**src/core/psbs_consts.vh**
```
// Purpose: Constants for the parallel slave buffer status block
// Assumes: 32-bit AXI4-Lite register bus, byte addresses
// Notes:   Included by psbs_status.v
`ifndef PSBS_CONSTS_VH
`define PSBS_CONSTS_VH

// Register byte offsets
`define PSBS_OFS_STATUS   8'h00
`define PSBS_OFS_CTRL     8'h04
`define PSBS_OFS_INT_STAT 8'h08
`define PSBS_OFS_INT_EN   8'h0C
`define PSBS_OFS_INT_CLR  8'h10
`define PSBS_OFS_IN_BUF   8'h20
`define PSBS_OFS_OUT_BUF  8'h30
`define PSBS_BUF_MASK     8'hF3

// Status field positions
`define PSBS_BIT_IN_ALL_FULL   15
`define PSBS_BIT_IN_OVERFLOW   14
`define PSBS_POS_IN_FULL       8
`define PSBS_BIT_OUT_ALL_EMPTY 7
`define PSBS_BIT_OUT_UNDERFLOW 6
`define PSBS_POS_OUT_EMPTY     0

// Control field positions
`define PSBS_BIT_SLAVE_MODE 0

// Interrupt event positions
`define PSBS_EV_HOST_WROTE 0
`define PSBS_EV_HOST_READ  1
`define PSBS_EV_OVERFLOW   2
`define PSBS_EV_UNDERFLOW  3

// Reset values
`define PSBS_RST_IN_FULL   4'h0
`define PSBS_RST_OUT_EMPTY 4'hF
`define PSBS_RST_CTRL      1'h0
`define PSBS_RST_INT       4'h0
`define PSBS_RST_ERR       1'h0

// AXI responses
`define PSBS_RESP_OKAY   2'h0
`define PSBS_RESP_SLVERR 2'h2

`endif

```
**src/core/psbs_status.v**
```verilog
// Purpose: Buffer status tracking for the slave side of a parallel port
// Assumes: Host strobes are asynchronous levels; index and data held stable around them
// Notes:   Four input and four output byte buffers, status and interrupts over AXI4-Lite
// Behaviour
// - Status flags meaningful only in slave mode
// - Input all-full high when every buffer full
// - Host write to full buffer sets overflow
// - Per-buffer full flag, software read clears
// - Output all-empty high when every buffer empty
// - Host read of empty buffer sets underflow
// - Per-buffer empty flag, software write clears
// - Unused status bits read as zero
// - Error flags cleared only by explicit write
`timescale 1ns/1ps
`default_nettype none
`include "psbs_consts.vh"

module psbs_status #(
   parameter NBUF = 4,
   parameter DW   = 8
) (
   // Clock and reset
   input  wire        aclk,
   input  wire        aresetn,
   // AXI4-Lite write address
   input  wire [7:0]  s_axi_awaddr,
   input  wire        s_axi_awvalid,
   output wire        s_axi_awready,
   // AXI4-Lite write data
   input  wire [31:0] s_axi_wdata,
   input  wire [3:0]  s_axi_wstrb,
   input  wire        s_axi_wvalid,
   output wire        s_axi_wready,
   // AXI4-Lite write response
   output wire [1:0]  s_axi_bresp,
   output wire        s_axi_bvalid,
   input  wire        s_axi_bready,
   // AXI4-Lite read address
   input  wire [7:0]  s_axi_araddr,
   input  wire        s_axi_arvalid,
   output wire        s_axi_arready,
   // AXI4-Lite read data
   output wire [31:0] s_axi_rdata,
   output wire [1:0]  s_axi_rresp,
   output wire        s_axi_rvalid,
   input  wire        s_axi_rready,
   // External host write strobe
   input  wire        host_wr_req,
   input  wire [1:0]  host_wr_idx,
   input  wire [7:0]  host_wr_data,
   // External host read strobe
   input  wire        host_rd_req,
   input  wire [1:0]  host_rd_idx,
   output wire [7:0]  host_rd_data,
   // Interrupt
   output wire        irq
);

   function [3:0] dec4;
      input [1:0] idx;
      begin
         dec4 = 4'h1 << idx;
      end
   endfunction

   // Word-aligned hit in a four-register buffer window
   function buf_hit;
      input [7:0] addr;
      input [7:0] base;
      begin
         buf_hit = ((addr & `PSBS_BUF_MASK) == base);
      end
   endfunction

   // Host pin synchronisers
   reg         wr_req_s0_ff, wr_req_s1_ff;
   reg         wr_req_d_ff;
   reg  [1:0]  wr_idx_s0_ff, wr_idx_s1_ff;
   reg  [7:0]  wr_dat_s0_ff, wr_dat_s1_ff;
   reg         rd_req_s0_ff, rd_req_s1_ff, rd_req_d_ff;
   reg  [1:0]  rd_idx_s0_ff, rd_idx_s1_ff;

   always @(posedge aclk) begin
      if (!aresetn) begin
         wr_req_s0_ff <= 1'b0;
         wr_req_s1_ff <= 1'b0;
         wr_req_d_ff  <= 1'b0;
         wr_idx_s0_ff <= 2'h0;
         wr_idx_s1_ff <= 2'h0;
         wr_dat_s0_ff <= 8'h00;
         wr_dat_s1_ff <= 8'h00;
         rd_req_s0_ff <= 1'b0;
         rd_req_s1_ff <= 1'b0;
         rd_req_d_ff  <= 1'b0;
         rd_idx_s0_ff <= 2'h0;
         rd_idx_s1_ff <= 2'h0;
      end else begin
         wr_req_s0_ff <= host_wr_req;
         wr_req_s1_ff <= wr_req_s0_ff;
         wr_req_d_ff  <= wr_req_s1_ff;
         wr_idx_s0_ff <= host_wr_idx;
         wr_idx_s1_ff <= wr_idx_s0_ff;
         wr_dat_s0_ff <= host_wr_data;
         wr_dat_s1_ff <= wr_dat_s0_ff;
         rd_req_s0_ff <= host_rd_req;
         rd_req_s1_ff <= rd_req_s0_ff;
         rd_req_d_ff  <= rd_req_s1_ff;
         rd_idx_s0_ff <= host_rd_idx;
         rd_idx_s1_ff <= rd_idx_s0_ff;
      end
   end

   // Registers
   reg         slave_mode_ff;
   reg  [3:0]  in_full_ff, out_empty_ff;
   reg         in_ovf_ff, out_udf_ff;
   reg  [3:0]  int_stat_ff, int_en_ff;
   reg  [7:0]  in_buf_ff [0:3];
   reg  [7:0]  out_buf_ff [0:3];
   reg  [7:0]  host_rd_data_ff;

   // Host events, honoured only in slave mode
   wire        host_wr = slave_mode_ff & wr_req_s1_ff & ~wr_req_d_ff;
   wire        host_rd = slave_mode_ff & rd_req_s1_ff & ~rd_req_d_ff;
   wire [3:0]  host_wr_sel = host_wr ? dec4(wr_idx_s1_ff) : 4'h0;
   wire [3:0]  host_rd_sel = host_rd ? dec4(rd_idx_s1_ff) : 4'h0;

   // AXI write channel
   reg         aw_got_ff, w_got_ff, bvalid_ff;
   reg  [1:0]  bresp_ff;
   reg  [7:0]  awaddr_ff;
   reg  [31:0] wdata_ff;
   reg  [3:0]  wstrb_ff;

   wire        aw_hs = s_axi_awvalid & s_axi_awready;
   wire        w_hs  = s_axi_wvalid & s_axi_wready;
   wire        aw_have = aw_got_ff | aw_hs;
   wire        w_have  = w_got_ff | w_hs;
   wire        do_wr = aw_have & w_have;
   wire [7:0]  wa = aw_got_ff ? awaddr_ff : s_axi_awaddr;
   wire [31:0] wd = w_got_ff ? wdata_ff : s_axi_wdata;
   wire [3:0]  ws = w_got_ff ? wstrb_ff : s_axi_wstrb;

   assign s_axi_awready = ~aw_got_ff & ~bvalid_ff;
   assign s_axi_wready  = ~w_got_ff & ~bvalid_ff;
   assign s_axi_bvalid  = bvalid_ff;
   assign s_axi_bresp   = bresp_ff;

   wire        wr_status = do_wr & (wa == `PSBS_OFS_STATUS);
   wire        wr_ctrl   = do_wr & (wa == `PSBS_OFS_CTRL);
   wire        wr_int_en = do_wr & (wa == `PSBS_OFS_INT_EN);
   wire        wr_int_clr = do_wr & (wa == `PSBS_OFS_INT_CLR);
   wire        wr_outbuf = do_wr & buf_hit(wa, `PSBS_OFS_OUT_BUF);
   wire        wr_ok = wr_status | wr_ctrl | wr_int_en | wr_int_clr | wr_outbuf |
                       (do_wr & (wa == `PSBS_OFS_INT_STAT));
   wire [3:0]  sw_wr_sel = (wr_outbuf & ws[0]) ? dec4(wa[3:2]) : 4'h0;

   // Error flags cleared by writing zero to their bit
   wire        clr_ovf = wr_status & ws[1] & ~wd[`PSBS_BIT_IN_OVERFLOW];
   wire        clr_udf = wr_status & ws[0] & ~wd[`PSBS_BIT_OUT_UNDERFLOW];

   // AXI read channel
   reg         rvalid_ff;
   reg  [1:0]  rresp_ff;
   reg  [31:0] rdata_ff;
   wire        ar_hs = s_axi_arvalid & s_axi_arready;
   wire        rd_inbuf = ar_hs & buf_hit(s_axi_araddr, `PSBS_OFS_IN_BUF);
   wire [3:0]  sw_rd_sel = rd_inbuf ? dec4(s_axi_araddr[3:2]) : 4'h0;

   assign s_axi_arready = ~rvalid_ff;
   assign s_axi_rvalid  = rvalid_ff;
   assign s_axi_rdata   = rdata_ff;
   assign s_axi_rresp   = rresp_ff;

   // Buffer flag updates; a host set wins over a software clear
   wire [3:0]  ovf_hit = host_wr_sel & in_full_ff & ~sw_rd_sel;
   wire [3:0]  in_take = host_wr_sel & ~ovf_hit;
   wire [3:0]  udf_hit = host_rd_sel & out_empty_ff & ~sw_wr_sel;
   wire [3:0]  nxt_in_full = (in_full_ff & ~sw_rd_sel) | in_take;
   wire [3:0]  nxt_out_empty = (out_empty_ff & ~sw_wr_sel) | host_rd_sel;
   wire        nxt_in_ovf = (in_ovf_ff & ~clr_ovf) | (|ovf_hit);
   wire        nxt_out_udf = (out_udf_ff & ~clr_udf) | (|udf_hit);

   // Aggregate flags
   wire        input_all_full   = &in_full_ff;
   wire        output_all_empty = &out_empty_ff;

   // Status word, zero outside slave mode and in unused bits
   wire [31:0] status_word = slave_mode_ff ?
               {16'h0000, input_all_full, in_ovf_ff, 2'b00, in_full_ff,
                output_all_empty, out_udf_ff, 2'b00, out_empty_ff} : 32'h00000000;

   // Interrupt events
   wire [3:0]  int_ev = {|udf_hit, |ovf_hit, |host_rd_sel, |in_take};
   wire [3:0]  int_clr = wr_int_clr ? wd[3:0] : 4'h0;
   wire [3:0]  nxt_int_stat = (int_stat_ff & ~int_clr) | int_ev;
   assign irq = |(int_stat_ff & int_en_ff);

   assign host_rd_data = host_rd_data_ff;

   // Read decode
   reg  [31:0] nxt_rdata;
   reg  [1:0]  nxt_rresp;
   always @* begin
      nxt_rresp = `PSBS_RESP_OKAY;
      nxt_rdata = 32'h00000000;
      case (s_axi_araddr)
         `PSBS_OFS_STATUS:   nxt_rdata = status_word;
         `PSBS_OFS_CTRL:     nxt_rdata = {31'h00000000, slave_mode_ff};
         `PSBS_OFS_INT_STAT: nxt_rdata = {28'h0000000, int_stat_ff};
         `PSBS_OFS_INT_EN:   nxt_rdata = {28'h0000000, int_en_ff};
         `PSBS_OFS_INT_CLR:  nxt_rdata = 32'h00000000;
         default: begin
            if (rd_inbuf)
               nxt_rdata = {24'h000000, in_buf_ff[s_axi_araddr[3:2]]};
            else if (buf_hit(s_axi_araddr, `PSBS_OFS_OUT_BUF))
               nxt_rdata = {24'h000000, out_buf_ff[s_axi_araddr[3:2]]};
            else
               nxt_rresp = `PSBS_RESP_SLVERR;
         end
      endcase
   end

   integer i;
   always @(posedge aclk) begin
      if (!aresetn) begin
         aw_got_ff       <= 1'b0;
         w_got_ff        <= 1'b0;
         bvalid_ff       <= 1'b0;
         bresp_ff        <= `PSBS_RESP_OKAY;
         awaddr_ff       <= 8'h00;
         wdata_ff        <= 32'h00000000;
         wstrb_ff        <= 4'h0;
         rvalid_ff       <= 1'b0;
         rresp_ff        <= `PSBS_RESP_OKAY;
         rdata_ff        <= 32'h00000000;
         slave_mode_ff   <= `PSBS_RST_CTRL;
         in_full_ff      <= `PSBS_RST_IN_FULL;
         out_empty_ff    <= `PSBS_RST_OUT_EMPTY;
         in_ovf_ff       <= `PSBS_RST_ERR;
         out_udf_ff      <= `PSBS_RST_ERR;
         int_stat_ff     <= `PSBS_RST_INT;
         int_en_ff       <= `PSBS_RST_INT;
         host_rd_data_ff <= 8'h00;
         for (i = 0; i < NBUF; i = i + 1) begin
            in_buf_ff[i]  <= 8'h00;
            out_buf_ff[i] <= 8'h00;
         end
      end else begin
         // Write address and data taken in either order
         if (do_wr) begin
            aw_got_ff <= 1'b0;
            w_got_ff  <= 1'b0;
            bvalid_ff <= 1'b1;
            bresp_ff  <= wr_ok ? `PSBS_RESP_OKAY : `PSBS_RESP_SLVERR;
         end else begin
            if (aw_hs) begin
               aw_got_ff <= 1'b1;
               awaddr_ff <= s_axi_awaddr;
            end
            if (w_hs) begin
               w_got_ff <= 1'b1;
               wdata_ff <= s_axi_wdata;
               wstrb_ff <= s_axi_wstrb;
            end
            if (bvalid_ff && s_axi_bready)
               bvalid_ff <= 1'b0;
         end
         // Read answer one cycle after the address is taken
         if (ar_hs) begin
            rvalid_ff <= 1'b1;
            rdata_ff  <= nxt_rdata;
            rresp_ff  <= nxt_rresp;
         end else if (rvalid_ff && s_axi_rready) begin
            rvalid_ff <= 1'b0;
         end
         // Control and interrupt registers
         if (wr_ctrl && ws[0])
            slave_mode_ff <= wd[`PSBS_BIT_SLAVE_MODE];
         if (wr_int_en && ws[0])
            int_en_ff <= wd[3:0];
         int_stat_ff  <= nxt_int_stat;
         // Buffer flags
         in_full_ff   <= nxt_in_full;
         out_empty_ff <= nxt_out_empty;
         in_ovf_ff    <= nxt_in_ovf;
         out_udf_ff   <= nxt_out_udf;
         // Buffer data
         for (i = 0; i < NBUF; i = i + 1) begin
            if (in_take[i])
               in_buf_ff[i] <= wr_dat_s1_ff;
            if (sw_wr_sel[i])
               out_buf_ff[i] <= wd[7:0];
         end
         if (host_rd)
            host_rd_data_ff <= out_buf_ff[rd_idx_s1_ff];
      end
   end

endmodule // psbs_status

`default_nettype wire

```
**config.mk**
```make
export PLATFORM = sky130hd
export DESIGN_NAME = psbs_status
export DESIGN_NICKNAME = d
export VERILOG_FILES = /design/src/core/psbs_status.v
export VERILOG_INCLUDE_DIRS = /design/src /design/src/core
export SDC_FILE = /design/constraint.sdc
export NUM_CORES = 1
export LEC_CHECK = 0
export BUFFER_PORTS_ARGS = -buffer_cell sky130_fd_sc_hd__buf_2
export CORE_ASPECT_RATIO = 1.4
export CORE_UTILIZATION = 40
export CTS_CLUSTER_DIAMETER = 120
export DETAILED_ROUTE_END_ITERATION = 10
export REMOVE_ABC_BUFFERS = 1
export SLEW_MARGIN = 25
export SYNTH_ARGS = -nofsm -noshare
export SYNTH_HDL_FRONTEND = slang
export SYNTH_SLANG_ARGS = --single-unit
```
**constraint.sdc**
```tcl
create_clock -name aclk -period 2.1 [get_ports aclk]
set_input_delay 0.105 -clock aclk [delete_from_list [all_inputs] [get_ports aclk]]
set_output_delay 0.105 -clock aclk [all_outputs]
set_load 0.02 [all_outputs]
```
==> impl_metrics.toml <==
[synth]
synth_area_leader_cell = "dfxtp_1"
synth.distinct_cells = 55
syn_area_um2 = 7170
synth.area.top_cells = "dfxtp_1, edfxtp_1, mux4_2"
synth_seq_area_share_pct = 53.6
yosys_warnings = 0
postSynthCellCount = 663
syn-mean-instance-area_um2 = 10.8
synth_top_area_share_pct = 26.8
synth_seq_cells = 160
synthFlopType = "dfxtp_1"
ys_async_sr_fraction_pct = 0
synth_edf_count = 64

[timing]
max_freq_ghz = 0.498
finalHoldViolCount = 0
finalSetupViolCount = 0
skew_ns = 0.0124
worst-slew-pin-transition_ns = 0.649
slew_violations = 0
grt_setup_unrepaired = "false"
postLayoutSetupSlackWorst_ns = 0.0905
final.min_clock_period_ns = 2.01
relSlewSlack_pct = 56.7
final.period_utilization_pct = 95.7
whs_ns = 0.0284

[cells_and_area]
area_growth_pct = 26.6
drive_gt1_share_pct = 26.3
instances_no_fill = 1052
num_antenna_cells = 0
nNetsFinal = 876
nFillCells = 1546

[global_routing]
track_usage_pct = 19.6
grt_overflow = 0
grt_pass1_vias = 5360
grt_pass1_wl_um = 27400
grt_start_max_net_pins = 37
antenna_found_initial = 0

[setup_path]
crit_path_end_kind = "flop"
cp_max_fo = 5
worst_ep_arrival_time_ns = 2.31
crit_type = "flop to flop"
reg2reg_depth = 7
cp-start-kind = "flop"
worstPathRequired_ns = 2.40

[power_and_ir_drop]
p_leak_nw = 3.80
clkPwrFrac_pct = 41.1
ir_worst_vdd_v = 0.000456
p_switching_w = 0.00173
power_w = 0.00703
power_frac_comb_pct = 10.7
switching_share_pct = 24.6
seqPwrFrac_pct = 48.1
power_density_nw_per_um2 = 774
p_int_w = 0.00530

[min_path]
hold_path.class = "input port to flop"
whs_path_depth = 2

[clock_network]
clock_latency_ns = 0.43
htree_levels = 4
cts_setup_buffers = 0
cts.root.buffer_cell = "clkbuf_16"
cts_buffers = 17
clkTransAtPathRegs_ns = 0.06
cts_sinks = 160
cts_tree = "yes"
cts_buffer_depth = 2

[route]
vias = 5374
postRouteAntennaNets = 0
firstDrtPassIters = 5
wl_per_cell_um = 16.3
wl_um = 17100
drt-initial-drc-count = 307
drc_errors = 0
viasPerCell = 5.11

[die]
die_width_um = 115
die_h_um = 160
dieArea_um2 = 18500
initial_core_util_pct = 41.0
std_cell_rows = 57
io-pin-count = 123
fp.coreArea_um2 = 17500

[placement]
dp_cells = 984
post-place-ws_ns = -0.171
io_buffer_count = 77
dp_hpwl_um = 12400
gp_congestion = 0.829

[flow_run]
drv_cap = 0

[status]
status = "completed"
## area by class of cell
type                            instances  area, um^2  share of cell area (%)
Clock buffer                           19         433                    4.77
Clock inverter                         13         114                    1.25
Inverter                               10        37.5                   0.413
Multi-Input combinational cell        446        3130                    34.5
Sequential cell                       160        3840                    42.3
Tap cell                              236         295                    3.25
Timing Repair Buffer                  168        1220                    13.5
## per-layer routing
metal / vias up / track usage (%) / share of wire (%)
met3: 34 / 3.85 / 3.3
met5: - / 0 / 0
met1: 2571 / 23.7 / 44
li1: 2639 / - / -
met2: 130 / 32.9 / 50
met4: 0 / 9.62 / 3.3
## logic make-up (layout without fill, tap and decap cells)
| logic type | after synthesis | after routing | share of synthesized area (%) |
|---|---|---|---|
| other cells | 1 | 20 | 0.0523 |
| simple gates | 266 | 266 | 19.2 |
| buf+inv | 76 | 210 | 5.32 |
| compound gates | 98 | 98 | 9.02 |
| flops | 160 | 160 | 53.6 |
| xor+xnor | 2 | 2 | 0.244 |
| mux | 60 | 60 | 12.6 |
## power groups by stage
stage	Sequential, W	Clock [W]	Combinational (W)
3_5_place_dp	0.00345	0	0.000686
4_1_cts	0.00338	0.00295	0.000748
2_1_floorplan	0.00346	0	0.000348
3_3_place_gp	0.00344	0	0.000671
6_report	0.00338	0.00289	0.000754
5_1_grt	0.00339	0.00309	0.000820
## worst max-delay path: stages (launching register included)
cell and delay [ns]:
dfxtp_1 0.32, or4b_4 0.54, o22ai_2 0.19, buf_6 0.13, and4_1 0.24, buf_4 0.14
a2bb2oi_1 0.22, a31oi_1 0.11
## synthesized netlist by cell type, types with 2 or more instances
cell type / instances
and3_1: 36
mux4_2: 24
or3b_2: 3
nand2_1: 43
nand4_1: 6
nor2b_1: 8
nand3b_1: 5
xor2_1: 2
buf_4: 21
o32ai_1: 3
a2bb2oi_1: 2
a22oi_1: 10
o41ai_2: 2
mux2i_1: 35
o21ai_0: 12
o21a_1: 3
and2_1: 30
edfxtp_1: 64
nand3_1: 13
a221o_1: 2
clkbuf_1: 33
inv_1: 10
and3b_1: 2
o221ai_1: 3
or4_1: 2
or3_1: 2
o22ai_1: 8
nor3b_1: 4
a21oi_1: 37
a31oi_1: 2
nor3_1: 7
buf_1: 3
dfxtp_1: 96
nor2_1: 79
nor4_1: 3
a211oi_1: 3
nand2b_1: 15
or2_2: 4
o41ai_1: 3
buf_2: 8
## final timing paths
| kind | startpoint | to | slack, ns |
|---|---|---|---|
| worst max-delay path | awaddr_ff[0] | out_udf_ff | 0.09 |
| worst min-delay path | aresetn | wr_dat_s1_ff[2] | 0.03 |
| worst max register to register | awaddr_ff[0] | out_udf_ff | 0.09 |
| worst min register to register | wr_dat_s0_ff[3] | wr_dat_s1_ff[3] | 0.43 |
## timing repair
action	4_1_cts	5_1_grt
endpoints found under the hold margin	36	0
pin swaps	5	0
gates resized for setup	10	15
endpoints found under the setup margin	64	59
hold buffers	36	0
## state kept, by name, summed over array words and instances, names as in the netlist, 4 cells and up
register      cells
awaddr_ff         8
host_rd_data      8
in_buf_ff        32
in_full_ff        4
int_en_ff         4
int_stat_ff       4
out_buf_ff       32
out_empty_ff      4
s_axi_rdata      14
wdata_ff          9
wr_dat_s0_ff      8
wr_dat_s1_ff      8
## metrics by stage
stage          utilization [%]  instance area [um^2]  setup TNS (ns)
3_3_place_gp              46.1                  8050           -1.68
4_1_cts                   51.5                  9000          -0.538
5_1_grt                   52.0                  9080               0
6_report                  52.0                  9080               0
2_1_floorplan                -                  6900          -40.12
3_5_place_dp              46.1                  8050           -2.92
## cells in the final DEF, fill, tap and decap left out, types with 7 or more instances in the layout
cell           instances
and2_1                30
edfxtp_1              64
buf_4                 49
mux4_2                24
inv_1                  9
a22oi_1               10
nand2_1               41
a21oi_1               36
buf_2                 77
mux2i_1               35
and3_1                36
clkbuf_16             17
o21ai_0               11
nor3_1                 7
nand2b_1              14
o22ai_1                7
conb_1                20
dfxtp_1               96
nand3_1               12
dlygate4sd3_1         36
nor2_1                77
No activity file was read; power rests on OpenSTA's default activity.
